===== config.mk =====
export PLATFORM = sky130hd
export DESIGN_NAME = wdwrf_top
export DESIGN_NICKNAME = d
export VERILOG_FILES = /design/src/verilog/wdwrf_pkg.sv /design/src/verilog/wdwrf_top.sv
export SDC_FILE = /design/constraint.sdc
export NUM_CORES = 1
export LEC_CHECK = 0
export CORE_ASPECT_RATIO = 0.8
export CORE_MARGIN = 5
export CORE_UTILIZATION = 48
export CTS_CLUSTER_DIAMETER = 200
export CTS_CLUSTER_SIZE = 10
export DETAILED_ROUTE_END_ITERATION = 16
export DONT_BUFFER_PORTS = 1
export PLACE_DENSITY = 0.67
export SLEW_MARGIN = 10
export SYNTH_ARGS = -nofsm -noshare
export SYNTH_HDL_FRONTEND = slang
export SYNTH_SLANG_ARGS = --single-unit

===== constraint.sdc =====
create_clock -name clk_sys_in -period 1.9 [get_ports clk_sys_in]
set_input_delay 0 -clock clk_sys_in [delete_from_list [all_inputs] [get_ports clk_sys_in]]
set_output_delay 0 -clock clk_sys_in [all_outputs]
set_load 0.05 [all_outputs]

===== src/verilog/wdwrf_pkg.sv =====
// Purpose: Shared constants and types for the watchdog and reset flag block
// Assumes: Registers sit in byte lane 0 of a 32-bit classic Wishbone slave
// Notes: Offsets are byte addresses, one aligned word per register
package wdwrf_pkg;

	// Register byte addresses
	localparam logic [7:0] WDWRF_ADDR_STATUS = 8'h00;
	localparam logic [7:0] WDWRF_ADDR_CONTROL = 8'h04;
	localparam logic [7:0] WDWRF_ADDR_RESTART = 8'h08;

	// Status register field positions
	localparam int WDWRF_FLAG_POWER = 0;
	localparam int WDWRF_FLAG_PIN = 1;
	localparam int WDWRF_FLAG_DROOP = 2;
	localparam int WDWRF_FLAG_TIMEOUT = 3;
	localparam int WDWRF_FLAG_SCAN = 4;
	localparam int WDWRF_FLAG_COUNT = 5;

	// Control register field positions
	localparam int WDWRF_CTRL_PERIOD_LSB = 0;
	localparam int WDWRF_CTRL_PERIOD_MSB = 2;
	localparam int WDWRF_CTRL_ENABLE = 3;
	localparam int WDWRF_CTRL_CHANGE = 4;

	// Restart register field position
	localparam int WDWRF_RESTART_BIT = 0;

	// Reset values
	localparam logic [4:0] WDWRF_STATUS_RESET = 5'h01;
	localparam logic [2:0] WDWRF_PERIOD_RESET = 3'h0;

	// Change-enable window length in system clock cycles
	localparam logic [2:0] WDWRF_CE_WINDOW_CYCLES = 3'h4;

	// Watchdog oscillator rate and shortest period (16K cycles as a power of two)
	localparam int WDWRF_OSC_FREQ_HZ = 1000000;
	localparam int WDWRF_BASE_PERIOD_LOG2 = 14;
	localparam int WDWRF_PERIOD_STEPS = 7;

	// Chip reset sources other than power-on, held as levels
	typedef struct packed {
		logic scan;
		logic droop;
		logic pin;
	} wdwrf_rst_src_t;

	// Watchdog control fields
	typedef struct packed {
		logic change_enable;
		logic timer_enable;
		logic [2:0] period_select;
	} wdwrf_ctrl_t;

endpackage


===== src/verilog/wdwrf_top.sv =====
// Purpose: Watchdog timer with reset-source flags behind a Wishbone slave
// Assumes: resetn_in is the power-on reset; other sources arrive as levels
// Notes: Oscillator input is a plain synchronous input, edge detected
// Operation
// - Scan-chain reset sets its flag; zero write clears
// - Watchdog timeout sets its flag; zero write clears
// - Brown-out reset sets droop flag; zero write clears
// - Pin reset sets pin flag; zero write clears
// - Power-on sets power flag; only zero write clears
// - Counter advances on separate 1 MHz oscillator
// - Restart command returns count to zero
// - Disable or chip reset also clears count
// - Expired period while enabled resets the chip
// - Fuse picks level one or level two
// - Level two ignores every disable attempt
// - Control bits seven to five read zero
// - Change enable self-clears four cycles later
// - Enable one enables; zero needs change enable
// - Disable: write both ones, then zero soon
// - Period change only while change enable set
// - Period codes give 16K doubling to 2048K
// - Timeout gives one-cycle internal reset pulse
// - Level one enables with a single write
// - Level two enable bit always reads one
// - Level two ignores enable in second write
//
// The Wishbone slave port and the register offsets are this design's own decisions.
`timescale 1ns/1ns
module wdwrf_top
	import wdwrf_pkg::*;
#(
	parameter int BASE_PERIOD_LOG2 = WDWRF_BASE_PERIOD_LOG2
) (
	input wire logic clk_sys_in,
	input wire logic resetn_in,
	input wire logic wb_cyc_in,
	input wire logic wb_stb_in,
	input wire logic wb_we_in,
	input wire logic [7:0] wb_adr_in,
	input wire logic [3:0] wb_sel_in,
	input wire logic [31:0] wb_dat_in,
	output logic [31:0] wb_dat_out,
	output logic wb_ack_out,
	input wire logic wdt_osc_in,
	input wire logic always_on_fuse_in,
	input wire wdwrf_rst_src_t rst_src_in,
	output logic chip_reset_out,
	output logic wdt_active_out
);

	localparam int CNT_W = BASE_PERIOD_LOG2 + WDWRF_PERIOD_STEPS;

	logic bus_ack;
	logic [31:0] bus_dat;
	logic [WDWRF_FLAG_COUNT-1:0] flags;
	wdwrf_ctrl_t ctrl;
	logic ctrl_en;
	logic [2:0] ctrl_period;
	logic [2:0] ce_cnt;
	logic osc_q;
	logic cnt_clear_q;
	logic enabled_q;
	logic [2:0] period_q;
	logic [CNT_W-1:0] cnt;
	logic timeout_pulse;

	// Bus decode; registers live in byte lane 0 only
	wire req = wb_cyc_in & wb_stb_in & ~bus_ack;
	wire wr = req & wb_we_in & wb_sel_in[0];
	wire sel_status = (wb_adr_in == WDWRF_ADDR_STATUS);
	wire sel_ctrl = (wb_adr_in == WDWRF_ADDR_CONTROL);
	wire sel_restart = (wb_adr_in == WDWRF_ADDR_RESTART);
	wire [7:0] wdat = wb_dat_in[7:0];
	wire wr_status = wr & sel_status;
	wire wr_ctrl = wr & sel_ctrl;
	wire restart_wr = wr & sel_restart & wdat[WDWRF_RESTART_BIT];

	// Fuse level and chip reset; fuse is a level, not a caught strap
	wire level2 = always_on_fuse_in;
	wire chip_rst = rst_src_in.scan | rst_src_in.droop | rst_src_in.pin | timeout_pulse;
	wire ce_open = (ce_cnt != 3'h0);
	wire enabled = ctrl.timer_enable | level2;
	wire open_req = wr_ctrl & wdat[WDWRF_CTRL_CHANGE] & wdat[WDWRF_CTRL_ENABLE];

	// Enable bit: a one enables unless chip reset, a zero needs the open window
	wire en_write = wdat[WDWRF_CTRL_ENABLE];
	wire next_en = chip_rst ? 1'b0 :
		(wr_ctrl & en_write) ? 1'b1 :
		(wr_ctrl & ~en_write & ce_open) ? 1'b0 :
		ctrl.timer_enable;

	// Period only moves inside the window
	wire period_wr = wr_ctrl & ce_open;
	wire [2:0] next_period = chip_rst ? WDWRF_PERIOD_RESET :
		period_wr ? wdat[WDWRF_CTRL_PERIOD_MSB:WDWRF_CTRL_PERIOD_LSB] :
		ctrl.period_select;

	// Window counter: loaded on the opening write, runs down to zero
	wire [2:0] next_ce_cnt = chip_rst ? 3'h0 :
		open_req ? WDWRF_CE_WINDOW_CYCLES :
		ce_open ? ce_cnt - 3'h1 :
		3'h0;

	// Control register
	always_ff @(posedge clk_sys_in or negedge resetn_in) begin
		if (!resetn_in) begin
			ctrl_en <= 1'b0;
			ctrl_period <= WDWRF_PERIOD_RESET;
			ce_cnt <= 3'h0;
		end else begin
			ctrl_en <= next_en;
			ctrl_period <= next_period;
			ce_cnt <= next_ce_cnt;
		end
	end

	// Whole struct from one driver; change-enable is the window state itself
	assign ctrl = {ce_open, ctrl_en, ctrl_period};

	// Staging register between control side and counter
	always_ff @(posedge clk_sys_in or negedge resetn_in) begin
		if (!resetn_in) begin
			cnt_clear_q <= 1'b1;
			enabled_q <= 1'b0;
			period_q <= WDWRF_PERIOD_RESET;
		end else begin
			cnt_clear_q <= restart_wr | ~enabled | chip_rst;
			enabled_q <= enabled;
			period_q <= ctrl.period_select;
		end
	end

	// Oscillator edge; the oscillator is taken as synchronous to the system clock
	wire osc_tick = wdt_osc_in & ~osc_q;

	// Terminal count: all ones shifted down by the unused period steps
	wire [2:0] shift_amt = 3'(WDWRF_PERIOD_STEPS) - period_q;
	wire [CNT_W-1:0] term_cnt = {CNT_W{1'b1}} >> shift_amt;
	wire at_limit = (cnt == term_cnt);
	wire expire = osc_tick & enabled_q & ~cnt_clear_q & at_limit;

	// Watchdog counter
	always_ff @(posedge clk_sys_in or negedge resetn_in) begin
		if (!resetn_in) begin
			osc_q <= 1'b0;
			cnt <= '0;
		end else begin
			osc_q <= wdt_osc_in;
			if (cnt_clear_q || expire) begin
				cnt <= '0;
			end else if (osc_tick && enabled_q) begin
				cnt <= cnt + CNT_W'(1);
			end
		end
	end

	// Timeout pulse lasts one cycle; chip reset then clears the counter
	always_ff @(posedge clk_sys_in or negedge resetn_in) begin
		if (!resetn_in) begin
			timeout_pulse <= 1'b0;
		end else begin
			timeout_pulse <= expire & ~timeout_pulse;
		end
	end

	assign chip_reset_out = timeout_pulse;
	assign wdt_active_out = enabled_q;

	// Flag set and clear terms; set beats a same-cycle clear
	wire [WDWRF_FLAG_COUNT-1:0] flag_set;
	wire [WDWRF_FLAG_COUNT-1:0] flag_clr;
	assign flag_set[WDWRF_FLAG_POWER] = 1'b0;
	assign flag_set[WDWRF_FLAG_PIN] = rst_src_in.pin;
	assign flag_set[WDWRF_FLAG_DROOP] = rst_src_in.droop;
	assign flag_set[WDWRF_FLAG_TIMEOUT] = timeout_pulse;
	assign flag_set[WDWRF_FLAG_SCAN] = rst_src_in.scan;
	assign flag_clr = wr_status ? ~wdat[WDWRF_FLAG_COUNT-1:0] : '0;

	// One flop per flag; power-on reset loads the power flag only
	genvar gi;
	generate
		for (gi = 0; gi < WDWRF_FLAG_COUNT; gi++) begin : g_flag
			always_ff @(posedge clk_sys_in or negedge resetn_in) begin
				if (!resetn_in) begin
					flags[gi] <= WDWRF_STATUS_RESET[gi];
				end else begin
					flags[gi] <= (flags[gi] & ~flag_clr[gi]) | flag_set[gi];
				end
			end
		end
	endgenerate

	// Read selection; unmapped addresses answer with zero
	wire [7:0] ctrl_rd = {3'h0, ctrl.change_enable, enabled, ctrl.period_select};
	wire [7:0] status_rd = {3'h0, flags};
	wire [7:0] rd_byte = sel_status ? status_rd :
		sel_ctrl ? ctrl_rd :
		8'h00;

	// Bus answer one cycle after the strobe, dropped the cycle after
	always_ff @(posedge clk_sys_in or negedge resetn_in) begin
		if (!resetn_in) begin
			bus_ack <= 1'b0;
			bus_dat <= 32'h0000_0000;
		end else begin
			bus_ack <= req;
			if (req) begin
				bus_dat <= {24'h00_0000, rd_byte};
			end
		end
	end

	assign wb_ack_out = bus_ack;
	assign wb_dat_out = bus_dat;
endmodule


==> results.cfg, run 1 <==
[critical_path]
crit_slowest_cell = a2111oi_2
crit_arrival_ns = 1.97
end_kind = flip-flop
max_stage_delay_ns = 0.46
worstPathCellList = nor3_1 > a2111oi_2 > o311ai_2 > o31ai_2 > buf_4 > nor2_1
rr_worst_depth = 6
cp.required_ns = 2.08
crit_type = flip-flop to flip-flop
path_max_fanout = 11
start_kind = flip-flop

[route]
wl_per_cell_um = 14.4
drc = 0
routed_wl_mm = 5.06
first_pass_iters = 4
antenna_left = 0
drt_iter0_markers = 104
vias = 1846
via_per_inst = 5.26

[cts]
cts_tree = yes
cts.htree.levels = 2
clkSlewWorstSetupHoldPaths_ns = 0.08
cts_made_buffers = 5
cts_buffer_depth = 2
cts-root-buf = clkbuf_8
clk_latency_ns = 0.29
clock-sinks = 46
post_cts_buffers = 0

[timing]
max_freq_ghz = 0.560
hold_slack_ns = 0.0663
period_share_pct = 94.0
setup_viol = 0
relSlewSlack_pct = 65.1
hold_viol_final = 0
skew_ns = 0.00566
maxSlewViolCount = 0
layout_min_cycle_time_ns = 1.79
tightest_slew_ns = 0.519

[finish]
syn_to_final_growth_pct = 14.7
fin_cells = 351
fin_nets = 345
layout-drive-gt1-share_pct = 11.4
diodes = 0
multiInputGateArea_um2 = 1150
seqCellArea_um2 = 1160
fillCellCount = 464
postLayoutCoreUtil_pct = 56.6

[synthesis]
seq_area_frac_synth_pct = 46.7
synth_seq_cells = 46
synthTopCellsByArea = dfrtp_1, buf_4, nor2_1
synth_cell_types = 47
syn_avg_cell_area_um2 = 9.54
synthFlopType = dfrtp_1
yosysWarnings = 0
synth.most_common_cell = dfrtp_1
ys_top_cells_by_count = dfrtp_1, nor2_1, buf_4, nand2_1, xor2_1
synth_area_um2 = 2470
synth_top_area_share_pct = 44.6
synth_area_leader_cell = dfrtp_1
synth_edf_count = 0
syn-instance-count = 259
async_flop_share_pct = 100

[global_routing]
grt_overflow = 0
antenna_found_initial = 0
grt_pass1_wl_mm = 8.39
grt_max_degree = 47
grtUsageTotal_pct = 15.6
grt_pass1_vias = 1815

[run_status]
status = complete, no violations

[floorplan]
die-area_um2 = 6690
die_x_um = 90.2
start_util_pct = 49.3
rows = 23
dieHeight_um = 74.2
num_io_pins = 89
core_area_um2 = 5010

[place]
dp_cells = 324
hpwl_mm = 3.50
place_congestion = 0.800
io_buffers = 0

[worst_hold_path]
hold_path_class = input port to flip-flop
hold_path_depth = 3

[run]
maxCapViolCount = 0

[pwr]
powerDensity_nw_per_um2 = 711
leakagePower_nw = 1.23
peakVddDrop_uv = 484
-- layer usage --
layer | track usage [%] | share of wire, %
met3 | 4.55 | 4.4
met4 | 6.28 | 1.9
met2 | 24.4 | 48
met1 | 20.9 | 46
met5 | 0 | 0
-- sequential cells by signal (all words and copies together) (netlist names) --
register        flops
ce_cnt              3
chip_reset_out      1
cnt                21
cnt_clear_q         1
ctrl_en             1
ctrl_period         3
flags               5
osc_q               1
period_q            3
wb_ack_out          1
wb_dat_out          5
wdt_active_out      1
-- path summary, 6_finish.rpt --
path / end / start / slack [ns]
max in group asynchronous: flags[0] / resetn_in / 1.43
worst max register to register: cnt[1] / period_q[2] / 0.11
worst max-delay path: cnt[1] / period_q[2] / 0.11
worst min register to register: period_q[0] / ctrl_period[0] / 0.40
min in group asynchronous: cnt[4] / resetn_in / 0.20
worst min-delay path: wb_dat_out[4] / wb_stb_in / 0.07
-- critical path, delay by kind of cell, from the launching register on --
kind / cells / cell delay, ns
AOI/OAI and AO/OA: 3 / 0.87
DFF: 1 / 0.44
buffers and inverters: 1 / 0.22
and+or+nand+nor: 2 / 0.14
-- metrics by stage --
stage          total power, mW  TNS (ns)  setup WS (ns)  area, µm²
3_5_place_dp              1.24         0         0.0851       2490
4_1_cts                   2.04         0         0.0563       2810
2_1_floorplan             1.27         0         0.0201       2570
3_3_place_gp              1.24         0         0.0810       2490
6_report                  2.01         0          0.113       2830
5_1_grt                   2.10    -0.233        -0.0361       2830
-- cell families after synthesis --
| logic type | synth area share, % |
|---|---|
| simple gates | 23.8 |
| flops | 46.7 |
| buf+inv | 11.3 |
| compound gates | 8.16 |
| xor+xnor | 6.74 |
| mux | 1.62 |
| fa+ha+maj | 1.52 |
| other cells | 0.152 |
-- repair_timing --
item,CTS,global route
hold buffers,19,0
gates resized for setup,0,5
endpoints found under the setup margin,0,13
endpoints found under the hold margin,62,0
-- cell usage in the layout, fill, tap and decap left out, types with 2 or more instances in the layout --
master | synthesis | final
xor2_1 | 15 | 15
nand3_1 | 7 | 7
dfrtp_1 | 44 | 41
ha_1 | 3 | 3
or4_1 | 6 | 6
buf_4 | 29 | 12
nand2b_1 | 7 | 7
and3_1 | 4 | 4
clkbuf_8 | 0 | 6
conb_1 | 1 | 27
dfstp_2 | 2 | 2
nand2_1 | 21 | 21
nor4b_1 | 2 | 2
nor4_1 | 2 | 2
nor2_1 | 42 | 42
a21oi_1 | 2 | 2
nor3_1 | 7 | 6
and4_1 | 2 | 2
a31oi_1 | 3 | 3
o22ai_1 | 3 | 3
o21ai_0 | 6 | 6
xnor2_1 | 4 | 4
nand4_1 | 6 | 6
inv_1 | 8 | 8
mux2i_1 | 4 | 4
a221oi_1 | 4 | 4
dlygate4sd3_1 | 0 | 18
dfrtp_2 | 0 | 3
-- cell type report --
class / count / share of cell area (%)
well taps: 62 / 2.74
clock inverters: 1 / 1.06
flip-flops and latches: 46 / 40.9
multi-input cells: 196 / 40.7
repair buffers: 31 / 10.5
clock buffers: 7 / 3.05
inverters: 8 / 1.06
-- where the power goes --
| group | total, mW | internal [mW] | switching [mW] |
|---|---|---|---|
| logic | 0.228 | 0.0511 | 0.177 |
| clock network | 0.732 | 0.429 | 0.304 |
| registers | 1.05 | 0.994 | 0.0590 |
Power figures use the tool's default switching activity.
==> run 2, diff against run 1 <==
--- a/config.mk
+++ b/config.mk
@@ -13,6 +13,7 @@
 export DETAILED_ROUTE_END_ITERATION = 16
 export DONT_BUFFER_PORTS = 1
 export PLACE_DENSITY = 0.67
+export SETUP_SLACK_MARGIN = 0.5
 export SLEW_MARGIN = 10
 export SYNTH_ARGS = -nofsm -noshare
 export SYNTH_HDL_FRONTEND = slang
==> run 2 against run 1 <==
- hold slack gained 0.075 ns
- via count rose by 4.9%
- power shrank 4.5%
- final cell count up 4.6%
- first-iteration DRC count fell by 16%
- combinational power rose by 8%
- critical endpoint is now cnt[15]
==> results.cfg, run 2 (synthesis gave the netlist of run 1 again) <==
[run_status]
status = complete, no violations

[pwr]
p_comb_share_pct = 12.8
total_power_mw = 1.92
p_int_mw = 1.32
peakVddDrop_uv = 532
clockPowerShare_pct = 32.4
leakagePower_nw = 1.36
seqPwrFrac_pct = 54.8
switching_power_mw = 0.606
powerDensity_nw_per_um2 = 597
p_sw_share_pct = 31.5

[timing]
max_freq_ghz = 0.575
skew_ns = 0.00988
finalWorstSetupSlack_ns = 0.161
setup_viol = 0
period_share_pct = 91.5
fin_setup_tns_ns = 0
layout_min_cycle_time_ns = 1.74
rsz0062_at_grt = true
maxSlewViolCount = 0
hold_viol_final = 0

[critical_path]
crit_type = flip-flop to flip-flop
worstPathCellList = buf_4 > nand2_1 > nor3_2 > o311ai_2 > o31ai_4 > buf_6 > nor2_1
crit_arrival_ns = 1.93
start_kind = flip-flop
cp.required_ns = 2.09
regToRegSetupSlack_ns = 0.16
crit_slowest_cell = dfrtp_2
end_kind = flip-flop
path_max_fanout = 6
max_stage_delay_ns = 0.47

[global_routing]
grt_pass1_vias = 1822
antenna_found_initial = 0
grtUsageTotal_pct = 16.3
grt.busiest_layer = met1
grt_pass1_wl_mm = 8.70
met2_usage_pct = 23.5
grt_max_degree = 47
grt_overflow = 0
use_met3_pct = 4.55
met1_usage_pct = 23.6

[finish]
final_cell_mix = dfrtp_1, nor2_1, conb_1, buf_4, nand2_1
largest_reg_flops = 21
diodes = 0
syn_to_final_growth_pct = 30.3
design_area_um2 = 3220
fin_nets = 361
layout-drive-gt1-share_pct = 32.5
largest_register = cnt
final_common_cell = dfrtp_1

[route]
routed_wl_mm = 5.77
wl_per_cell_um = 15.7
vias = 1937
first_pass_iters = 4
antenna_left = 0
drt_iter0_markers = 87
via_per_inst = 5.28
drc = 0

[floorplan]
start_util_pct = 49.3
die-area_um2 = 6690
die_x_um = 90.2
num_io_pins = 89
rows = 23
core_area_um2 = 5010
dieHeight_um = 74.2

[place]
place_congestion = 0.849
pre_cts_slack_ns = 0.100
dpl-instance-area_um2 = 2520
hpwl_mm = 3.46
io_buffers = 0

[cts]
clk_latency_ns = 0.31
cts_tree = yes
cts.htree.levels = 2
clock-sinks = 46
clkSlewWorstSetupHoldPaths_ns = 0.09
cts_made_buffers = 5
cts_buffer_depth = 2
cts-root-buf = clkbuf_8

[run]
maxCapViolCount = 0

[worst_hold_path]
hold_path_class = input port to flip-flop
[run 2: area by class of cell]
type | instances | area (µm²)
sequential | 46 | 1160
clock inverter | 3 | 23.8
multi-input combinational | 196 | 1410
inverter | 8 | 30.0
clock buffer | 5 | 68.8
tap | 62 | 77.6
timing repair buffer | 47 | 444
fill | 377 | 1790
[run 2: final timing paths]
| check | startpoint | end | depth (start not counted) |
|---|---|---|---|
| hold reg to reg | ctrl_period[2] | period_q[2] | 0 |
| max in group asynchronous | resetn_in | cnt_clear_q | 2 |
| hold / removal | wb_cyc_in | wb_ack_out | 4 |
| setup / recovery | period_q[1] | cnt[15] | 7 |
| min in group asynchronous | resetn_in | wb_dat_out[4] | 2 |
| setup reg to reg | period_q[1] | cnt[15] | 7 |
[run 2: repair_timing]
item                       CTS  global route
setup endpoints to repair   28            38
gates cloned                 1             0
pin swaps                   13            19
hold buffers                17             0
hold endpoints to repair    61             0
gates resized for setup     16            46
setup buffers                9             8
[run 2: power groups by stage]
stage               clock, mW  combinational, mW  sequential [mW]
finish                  0.624              0.246             1.05
global route            0.687              0.262             1.06
CTS                     0.632              0.235             1.05
detailed placement          0              0.171             1.07
global placement            0              0.170             1.07
floorplan                   0              0.196             1.08
[run 2: metal layers]
metal  part of all wire (%)  up-vias
li1                       -      926
met1                     45      947
met2                     46       56
met3                    7.1        8
met4                    1.3        0
met5                      0        -
[run 2: critical path, delay by kind of cell, from the launching register on]
| kind | cells | cell delay, ns |
|---|---|---|
| AO/OA/AOI/OAI | 2 | 0.43 |
| buffers and inverters | 2 | 0.33 |
| flip-flops | 1 | 0.47 |
| AND/OR/NAND/NOR | 3 | 0.40 |
[run 2: per-stage QoR]
| step | hold WS, ns | utilization [%] | cells |
|---|---|---|---|
| finish | 0.141 | 64.3 | 367 |
| global route | 0.182 | 64.3 | 367 |
| CTS | 0.0390 | 58.4 | 359 |
| detailed placement | -0.293 | 50.4 | 324 |
| global placement | -0.294 | 50.4 | 324 |
| floorplan | -0.296 | - | 285 |
